$ cat config.mk
export PLATFORM = sky130hd
export DESIGN_NAME = ssc_standby_clock_switch
export DESIGN_NICKNAME = d
export VERILOG_FILES = /design/src/ssc_pkg.sv /design/src/ssc_standby_clock_switch.sv
export SDC_FILE = /design/constraint.sdc
export NUM_CORES = 1
export LEC_CHECK = 0
export BUFFER_PORTS_ARGS = -buffer_cell sky130_fd_sc_hd__buf_2
export CAP_MARGIN = 20
export CORE_ASPECT_RATIO = 2
export CORE_MARGIN = 8
export CORE_UTILIZATION = 51
export CTS_CLUSTER_DIAMETER = 80
export DETAILED_ROUTE_END_ITERATION = 8
export GPL_TIMING_DRIVEN = 0
export PLACE_DENSITY = 0.8
export SLEW_MARGIN = 20
export SYNTH_ARGS = -nofsm -noshare
export SYNTH_HDL_FRONTEND = slang
export SYNTH_SLANG_ARGS = --single-unit
$ cat constraint.sdc
create_clock -name clk -period 2.8 [get_ports clk]
set_input_delay 0.56 -clock clk [delete_from_list [all_inputs] [get_ports clk]]
set_output_delay 0.56 -clock clk [all_outputs]
set_load 0.01 [all_outputs]
$ cat src/ssc_pkg.sv
// Package for the standby and slow clock switch block.
// Assumes one system clock (the gear clock) and Avalon-MM register access.
package ssc_pkg;

   // Register byte offsets
   localparam logic [3:0] OFS_SYS_CTRL_TWO   = 4'h0;
   localparam logic [3:0] OFS_BASE_TIMER_CTL = 4'h4;
   localparam logic [3:0] OFS_IRQ_CTRL       = 4'h8;
   localparam logic [3:0] OFS_STATUS         = 4'hc;

   // system_control_two fields
   localparam int BIT_HALT    = 0;
   localparam int BIT_SLOWSEL = 1;
   localparam int BIT_HIOSC   = 2;
   localparam int BIT_LOOSC   = 3;

   // base_timer_control fields
   localparam int BIT_BT_EN   = 0;
   localparam int BIT_BT_SEL  = 1;
   localparam int BT_SEL_W    = 3;
   localparam int BT_SRCS     = 8;

   // irq control fields
   localparam int BIT_MASTER  = 0;
   localparam int BIT_BT_IRQ  = 1;
   localparam int BIT_LATCH   = 2;

   // status fields
   localparam int STAT_MODE   = 0;
   localparam int STAT_PHASE  = 2;
   localparam int STAT_MAIN   = 5;
   localparam int STAT_HOLD   = 6;

   // Timing figures, in periods of the named clock
   localparam int SLOW_SW_GEAR_CYCLES = 2;
   localparam int SLOW_SYNC_LF_MAX    = 10;
   localparam int FAST_SYNC_LF_MAX    = 8;
   localparam int FAST_HOLD_GEAR      = 2;
   localparam int WAIT_MACHINE_CYCLES = 2;
   localparam logic [1:0] DIV4_LAST   = 2'h3;

   typedef enum logic [1:0] {PM_WARMUP, PM_RUN, PM_DEEP} ssc_pmode_t;
   typedef enum logic [2:0] {CK_FAST, CK_TO_SLOW_WAIT, CK_TO_SLOW_SYNC,
                             CK_SLOW, CK_TO_FAST_SYNC,
                             CK_TO_FAST_HOLD} ssc_phase_t;

   // Clock control outputs
   typedef struct packed {
      logic mainSel;
      logic hold;
      logic hiOscRun;
      logic loOscRun;
      logic periphClkEn;
      logic cpuClkEn;
   } ssc_clk_t;

   // One-cycle event outputs
   typedef struct packed {
      logic wake;
      logic resumeNext;
      logic irqTake;
      logic clkRst;
      logic warmStart;
   } ssc_evt_t;

   typedef struct packed {
      logic               ack;
      logic [31:0]        rdata;
      ssc_pmode_t         mode;
      ssc_phase_t         phase;
      logic [1:0]         phCnt;
      logic [3:0]         lfHeld;
      logic [7:0]         machCnt;
      logic [1:0]         div;
      logic               halt;
      logic               slowSel;
      logic               hiOscEn;
      logic               loOscEn;
      logic               btEn;
      logic [BT_SEL_W-1:0] btSel;
      logic               masterEn;
      logic               btIrqEn;
      logic               btLatch;
      logic               mainSel;
      logic               hold;
      logic               lf1;
      logic               lf2;
      logic               lfPrev;
      logic [BT_SRCS-1:0] bt1;
      logic [BT_SRCS-1:0] bt2;
      logic [BT_SRCS-1:0] btPrev;
      ssc_evt_t           ev;
   } ssc_state_t;

endpackage

$ cat src/ssc_standby_clock_switch.sv
// Deep idle/sleep control and gear/slow main clock switch.
// Assumes clk is the gear clock; oscillator and base timer pins are async.
`timescale 1ns/10ps
`default_nettype none
module ssc_standby_clock_switch
   import ssc_pkg::*;
#(
   parameter int MACHINE_CYCLE_CLKS = 4
) (
   // Clock and reset
   input  wire logic               clk,
   input  wire logic               sys_rst,
   // Avalon-MM slave
   input  wire logic [3:0]         avs_address,
   input  wire logic               avs_read,
   input  wire logic               avs_write,
   input  wire logic [31:0]        avs_writedata,
   input  wire logic [3:0]         avs_byteenable,
   output logic      [31:0]        avs_readdata,
   output logic                    avs_waitrequest,
   // Asynchronous clock sources
   input  wire logic               lowFreqPin,
   input  wire logic [BT_SRCS-1:0] baseTimerSrc,
   // Same-clock system inputs
   input  wire logic               watchdogIrq,
   input  wire logic               oscPinFunction,
   input  wire logic               warmupDone,
   // Clock control and events
   output ssc_clk_t                clkCtrl,
   output ssc_evt_t                events
);

   localparam int MACH_WAIT_I = WAIT_MACHINE_CYCLES * MACHINE_CYCLE_CLKS;
   localparam logic [7:0] MACH_WAIT = 8'(MACH_WAIT_I);
   localparam logic [1:0] SLOW_WAIT_LAST = 2'(SLOW_SW_GEAR_CYCLES - 1);
   localparam logic [1:0] FAST_HOLD_LAST = 2'(FAST_HOLD_GEAR - 1);

   if (MACHINE_CYCLE_CLKS < 1 || MACH_WAIT_I > 255) begin : cycleCheck
      $error("MACHINE_CYCLE_CLKS out of range");
   end
   if (BT_SRCS != (1 << BT_SEL_W)) begin : srcCheck
      $error("base timer source count mismatch");
   end

   ssc_state_t s;
   ssc_state_t next_s;

   logic       req;
   logic       wrTake;
   logic       lfFall;
   logic       btFall;
   logic       quarter;
   logic [7:0] wd;
   logic       wrCtl2;
   logic       wrBt;
   logic       wrIrq;

   assign req     = avs_read | avs_write;
   assign wrTake  = avs_write & s.ack & avs_byteenable[0];
   assign wd      = avs_writedata[7:0];
   assign wrCtl2  = wrTake && avs_address == OFS_SYS_CTRL_TWO;
   assign wrBt    = wrTake && avs_address == OFS_BASE_TIMER_CTL;
   assign wrIrq   = wrTake && avs_address == OFS_IRQ_CTRL;
   // Edges seen only after the second sync stage
   assign lfFall  = s.lfPrev & ~s.lf2;
   assign btFall  = s.btPrev[s.btSel] & ~s.bt2[s.btSel];
   assign quarter = lfFall && s.div == DIV4_LAST;

   assign avs_waitrequest = req & ~s.ack;
   assign avs_readdata    = s.rdata;

   always_comb begin
      next_s = s;
      next_s.ev = '0;

      // Synchronisers
      next_s.lf1    = lowFreqPin;
      next_s.lf2    = s.lf1;
      next_s.lfPrev = s.lf2;
      next_s.bt1    = baseTimerSrc;
      next_s.bt2    = s.bt1;
      next_s.btPrev = s.bt2;
      if (lfFall) begin
         next_s.div = s.div + 2'h1;
      end
      if (s.machCnt != 8'h00) begin
         next_s.machCnt = s.machCnt - 8'h01;
      end

      // Bus handshake, one wait state
      next_s.ack = req & ~s.ack;
      if (req && !s.ack) begin
         next_s.rdata = '0;
         case (avs_address)
            OFS_SYS_CTRL_TWO: begin
               next_s.rdata[BIT_HALT]    = s.halt;
               next_s.rdata[BIT_SLOWSEL] = s.slowSel;
               next_s.rdata[BIT_HIOSC]   = s.hiOscEn;
               next_s.rdata[BIT_LOOSC]   = s.loOscEn;
            end
            OFS_BASE_TIMER_CTL: begin
               next_s.rdata[BIT_BT_EN] = s.btEn;
               next_s.rdata[BIT_BT_SEL +: BT_SEL_W] = s.btSel;
            end
            OFS_IRQ_CTRL: begin
               next_s.rdata[BIT_MASTER] = s.masterEn;
               next_s.rdata[BIT_BT_IRQ] = s.btIrqEn;
               next_s.rdata[BIT_LATCH]  = s.btLatch;
            end
            OFS_STATUS: begin
               next_s.rdata[STAT_MODE +: $bits(ssc_pmode_t)]  = s.mode;
               next_s.rdata[STAT_PHASE +: $bits(ssc_phase_t)] = s.phase;
               next_s.rdata[STAT_MAIN] = s.mainSel;
               next_s.rdata[STAT_HOLD] = s.hold;
            end
            default: next_s.rdata = '0;
         endcase
      end

      // system_control_two writes
      if (wrCtl2) begin
         if (wd[BIT_HALT] && s.mode == PM_RUN && !watchdogIrq) begin
            next_s.halt = 1'b1;
            next_s.mode = PM_DEEP;
         end
         if (wd[BIT_SLOWSEL] != s.slowSel) begin
            next_s.slowSel = wd[BIT_SLOWSEL];
            next_s.machCnt = MACH_WAIT;
         end
         if (wd[BIT_HIOSC]) begin
            if (!oscPinFunction) begin
               next_s.ev.clkRst = 1'b1;
            end else if (!s.hiOscEn) begin
               next_s.hiOscEn = 1'b1;
               next_s.ev.warmStart = 1'b1;
            end
         end else if (s.hiOscEn) begin
            next_s.hiOscEn = 1'b0;
            if (s.machCnt != 8'h00) begin
               next_s.ev.clkRst = 1'b1;
            end
         end
         if (wd[BIT_LOOSC] && !s.loOscEn) begin
            next_s.loOscEn = 1'b1;
            next_s.ev.warmStart = 1'b1;
         end else if (!wd[BIT_LOOSC] && s.loOscEn) begin
            next_s.loOscEn = 1'b0;
            if (s.machCnt != 8'h00) begin
               next_s.ev.clkRst = 1'b1;
            end
         end
      end
      if (wrBt) begin
         next_s.btEn  = wd[BIT_BT_EN];
         next_s.btSel = wd[BIT_BT_SEL +: BT_SEL_W];
      end
      if (wrIrq) begin
         next_s.masterEn = wd[BIT_MASTER];
         next_s.btIrqEn  = wd[BIT_BT_IRQ];
         if (wd[BIT_LATCH]) begin
            next_s.btLatch = 1'b0;
         end
      end

      // Power mode
      case (s.mode)
         PM_WARMUP: begin
            if (warmupDone) begin
               next_s.mode = PM_RUN;
            end
         end
         PM_RUN: begin
         end
         PM_DEEP: begin
            if (btFall) begin
               next_s.mode    = PM_RUN;
               next_s.halt    = 1'b0;
               next_s.ev.wake = 1'b1;
               if (s.btEn) begin
                  next_s.btLatch = 1'b1;
               end
               if (s.masterEn && s.btIrqEn && s.btEn) begin
                  next_s.ev.irqTake = 1'b1;
               end else begin
                  next_s.ev.resumeNext = 1'b1;
               end
            end
         end
         default: next_s.mode = PM_WARMUP;
      endcase

      // Main clock switch; phase is kept across deep states
      if (lfFall && s.hold) begin
         next_s.lfHeld = s.lfHeld + 4'h1;
      end
      case (s.phase)
         CK_FAST: begin
            if (s.slowSel) begin
               next_s.phase = CK_TO_SLOW_WAIT;
               next_s.phCnt = 2'h0;
            end
         end
         CK_TO_SLOW_WAIT: begin
            next_s.phCnt = s.phCnt + 2'h1;
            if (s.phCnt == SLOW_WAIT_LAST) begin
               next_s.phase  = CK_TO_SLOW_SYNC;
               next_s.hold   = 1'b1;
               next_s.lfHeld = 4'h0;
            end
         end
         CK_TO_SLOW_SYNC: begin
            if (quarter) begin
               next_s.phase   = CK_SLOW;
               next_s.mainSel = 1'b1;
               next_s.hold    = 1'b0;
            end
         end
         CK_SLOW: begin
            if (!s.slowSel) begin
               next_s.phase = CK_TO_FAST_SYNC;
            end
         end
         CK_TO_FAST_SYNC: begin
            if (quarter) begin
               next_s.phase = CK_TO_FAST_HOLD;
               next_s.hold  = 1'b1;
               next_s.phCnt = 2'h0;
            end
         end
         CK_TO_FAST_HOLD: begin
            next_s.phCnt = s.phCnt + 2'h1;
            if (s.phCnt == FAST_HOLD_LAST) begin
               next_s.phase   = CK_FAST;
               next_s.mainSel = 1'b0;
               next_s.hold    = 1'b0;
            end
         end
         default: next_s.phase = CK_FAST;
      endcase
   end

   always_ff @(posedge clk or posedge sys_rst) begin
      if (sys_rst) begin
         s         <= '0;
         s.hiOscEn <= 1'b1;
      end else begin
         s <= next_s;
      end
   end

   always_comb begin
      clkCtrl.mainSel     = s.mainSel;
      clkCtrl.hold        = s.hold;
      clkCtrl.hiOscRun    = s.hiOscEn;
      clkCtrl.loOscRun    = s.loOscEn;
      clkCtrl.periphClkEn = s.mode == PM_RUN;
      clkCtrl.cpuClkEn    = s.mode == PM_RUN && !s.hold;
   end
   assign events = s.ev;
endmodule
`default_nettype wire
# Yosys cells after proc, flatten, opt, wreduce, memory -nomap -nowiden
# Index checks and enable logic that the tools add are counted.
# word_totals
ff_bits	70
inputBits	56
output_inout_bits	44
elab_cells	154
# op_classes
n_addsub	3
n_lt_le_gt_ge	1
n_eq_ne	20
muxes	59
bitwise	9
reduce_logical	33
# op_table
op	count
2-to-1 mux 1 bit	30
2-to-1 mux 8 bit	3
2-to-1 mux 3 bit	7
case mux 3 bit (6 select lines)	1
2-to-1 mux 2 bit	7
logical AND 1 bit	12
!= test 2 bit, second input constant	6
case mux 2 bit (3 select lines)	2
case mux 3 bit (4 select lines)	1
2-to-1 mux 5 bit	2
equality test 4 bit, second input constant	2
nonzero test 8 bit	1
subtractor 8 x 1 -> 8 bit, second input constant	1
binary-select mux 1 bit (select 3 bit)	2
equality test 3 x 2 -> 1 bit, second input constant	2
equality test 3 bit, second input constant	2
AND reduction 2 bit	3
AND reduction 3 bit	2
AND reduction 6 bit	1
AND 1 bit	5
zero test 1 bit	5
AND reduction 5 bit	1
adder 2 x 1 -> 2 bit, second input constant	2
equality test 2 x 1 -> 1 bit, second input constant	2
19 further kinds	23

# Logic depth before layout (Yosys ltp)
# depth
depth_word	8
ltp_mapped	6
ltp_nobuf	6

# Worst setup path after synthesis
# No wires, ideal clock.
# synth_path
kind	in2reg
from	input avs_address[3]
to	register s, in the netlist clkCtrl[2]
setup_time_ns	0.125
arrival_ns	1.569
t_required_ns	2.675
setup_slack_ns	1.106
path_stages	5
n_path_buf	1
path_cell_list	buf_2 nor2_1 nand4_2 nor2_1 mux2_2
# synth_between
elab_chain_len	3
# synth_rtl
item	line	source
from (decl)	ssc_standby_clock_switch.sv:14	input wire logic [3:0] avs_address,
zero test 4 bit	ssc_standby_clock_switch.sv:61	assign wrCtl2 = wrTake && avs_address == OFS_SYS_CTRL_TWO;
logical AND 1 bit	ssc_standby_clock_switch.sv:61	
AND reduction 2 bit (no source line)	-	
to (signal assigned)	ssc_standby_clock_switch.sv:247	s <= next_s;
to (decl)	ssc_standby_clock_switch.sv:45	ssc_state_t s;
# No other way between the ends.
# A chain may end at the register's enable or synchronous reset.

# Worst setup path after layout
# layout_path
from	input avs_write
to	output avs_waitrequest
# layout_between
elab_chain_len	2
# layout_rtl
item	line	source
from (decl)	ssc_standby_clock_switch.sv:16	input wire logic avs_write,
OR 1 bit	ssc_standby_clock_switch.sv:58	assign req = avs_read | avs_write;
AND 1 bit	ssc_standby_clock_switch.sv:69	assign avs_waitrequest = req & ~s.ack;
to (decl)	ssc_standby_clock_switch.sv:20	output logic avs_waitrequest,
# No other way between the ends.

==> metrics <==
Vias/cell=5.14; DP Wirelength=4590 µm; largest net degree at the start of global routing=42; DRT iter0 DRCs=122; CP endpoint kind=output pin; clock slew at reported path FFs=50 ps; post-synthesis sequential area ratio=55.4%; worst r2r src=s[50]; top cell type's share of synthesized area=54.5%; GRT Util Overall=14.7%; DRT Wirelength=6220 µm; register area=1750 µm²; Clk pwr share=33.8%; slew at the pin closest to its max-slew limit=512 ps; RePlAce Congestion=0.841; routed len/inst=15.2 µm; status=finished, final reports clean; grt ovf=0; fill cell count=480; hold_ws=224 ps; worst-skew pair later-pin latency=330 ps; Initial DRT Pass Iterations=5; utilization after layout=63.7%; H-tree Lvls=3; core box area=6010 µm²; Setup crit start=avs_write; Synth area leader=dfrtp_1; Post-CTS Setup Bufs=0; internal power=2.11 mW; Fmax achieved=533 MHz; Area Overhead vs Synth=20.9%; Total Die Area=9140 µm²; CP arrival=1320 ps; DRC=0; startpoint types=input pin; RSZ-0062 raised after global routing=no; Final nets=404; Worst EP required=2240 ps; sw frac=28.8%; Port Buffers=41; Clock Tree Buf Depth=2; Cell Pwr Density=774 nW/µm²; number of hold buffers added after cts=0; Period minus WS final=1880 ps; Post-DP Area=3560 µm²; chip width=71.7 µm; type of the worst setup path=in2out; Synth cell types=44; Leakage=1.93 nW; worst vdd rail ir drop=470 µV; fin area=3830 µm²; Ports=100; Comb power frac=22.1%; CTS Buf Count=9; post-synthesis register bit count=70; Multi-input gate area=1120 µm²; fin crit share=67.1%; cells after synthesis=265; async set-reset flop share out of synthesis=100%; Site Rows=40; clock sink total=70; max-cap violations=0; sw power=852 µW; HP Class=in2async; Fin. Hold Viols=0; number of global-route vias before repair=2201; layout cell share with drive strength beyond 1=35.7%; Routed Antenna Nets=0; root buf cell=clkbuf_16; final setup fails=0; crit-path max FO=9; initial antenna violation count=0; largest cells by area after synthesis=dfrtp_1 55%, buf_4 9.7%, mux2_2 3.9%; R2R depth=4; max-slew violations=0; first-pass GRT wire length=10300 µm; number of synthesized flops with an enable pin=0; die height=127 µm; Flop pwr share=44.1%; initial core utilization=52.7%; n_diodes=0; skew final=7.89 ps; synth cell count leaders=69 x dfrtp_1, 41 x buf_4, 23 x nor2_1; Netlist Area Pre-Place=3170 µm²; post_cts resized=0; slew margin rel.=65.6%; Ys Warns=0; Syn Area/Cell=11.9 µm²; most frequent cell after synthesis=dfrtp_1; total number of vias=2097; CTS tree=done; top_reg_cell synth=dfrtp_1
[power by group through the flow]
stage | Combinational [mW] | Clock [mW] | Sequential, mW
floorplan | 0.513 | 0 | 1.29
global placement | 0.621 | 0 | 1.31
detailed placement | 0.649 | 0 | 1.32
CTS | 0.658 | 1.02 | 1.30
global route | 0.735 | 1.06 | 1.33
finish | 0.655 | 1.00 | 1.30
[cell families after synthesis]
group / Yosys count / synth area share [%]
AOI/OAI and AO/OA: 33 / 7.87
adders and majority gates: 6 / 2.37
muxes: 17 / 7.79
other: 1 / 0.118
DFF: 70 / 55.4
and+or+nand+nor: 71 / 12.3
buffers and inverters: 59 / 11.9
xor gates and xnor gates: 8 / 2.21
[registers in the layout, summed over array words and instances, names as in the netlist]
register / flops
s: 36
next_s: 18
avs_readdata: 7
events: 5
clkCtrl: 4
[placed cells by master (no fill, tap or decap), types with 2 or more instances in the layout]
| cell | instances |
|---|---|
| dfrtp_1 | 69 |
| buf_2 | 43 |
| buf_4 | 41 |
| conb_1 | 25 |
| nor2_1 | 23 |
| nand2b_1 | 16 |
| inv_1 | 12 |
| mux2_2 | 11 |
| clkbuf_16 | 9 |
| a22o_1 | 7 |
| nand2_1 | 6 |
| ha_1 | 6 |
| nand3b_1 | 5 |
| xnor2_1 | 5 |
| a21oi_1 | 5 |
| mux4_2 | 5 |
| nor3_1 | 4 |
| o21ai_0 | 4 |
| and3_1 | 3 |
| nand3_1 | 3 |
| xor2_1 | 3 |
| nor2b_1 | 3 |
| clkbuf_1 | 3 |
| a31oi_1 | 2 |
| nor4_1 | 2 |
| a21o_1 | 2 |
| o31ai_1 | 2 |
| nand4b_1 | 2 |
| clkinv_2 | 2 |
| clkinvlp_4 | 2 |
[stage by stage]
stage | setup slack [ps] | power, mW | TNS [ps] | instances
after global placement | -295 | 1.93 | -20160 | 393
final | 922 | 2.96 | 0 | 408
after global routing | 828 | 3.12 | 0 | 408
after CTS | 913 | 2.98 | 0 | 408
after floorplan | 473 | 1.80 | 0 | 289
after detailed placement | 889 | 1.97 | 0 | 394
[worst max-delay path, stage by stage]
cell	delay [ps]
buf_2	110
o21bai_2	360
inv_1	120
buf_2	170
[layer usage]
layer  vias up  routed length (µm)  GRT usage (%)
li1        997                   -              -
met1      1009                2350           14.6
met2        73                3300           25.1
met3        18                 325           4.70
met4         0                 231           9.82
met5         -                   0              0
[path summary, 6_finish.rpt]
check / endpoint / slack, ps
max: avs_waitrequest / 920
min: avs_readdata[2] / 220
max reg2reg: s[53] / 1200
max in group asynchronous: clkCtrl[3] / 1990
min reg2reg: next_s[29] / 340
min in group clk: next_s[16] / 330
[area by class of cell]
type	count	share of cell area, %
buffer	46	8.60
multi-input combinational	160	29.4
clock buffer	10	6.25
tap	63	2.06
sequential	70	45.8
clock inverter	4	0.654
timing repair buffer	42	5.89
inverter	13	1.34
(Power assumes the default switching activity.)
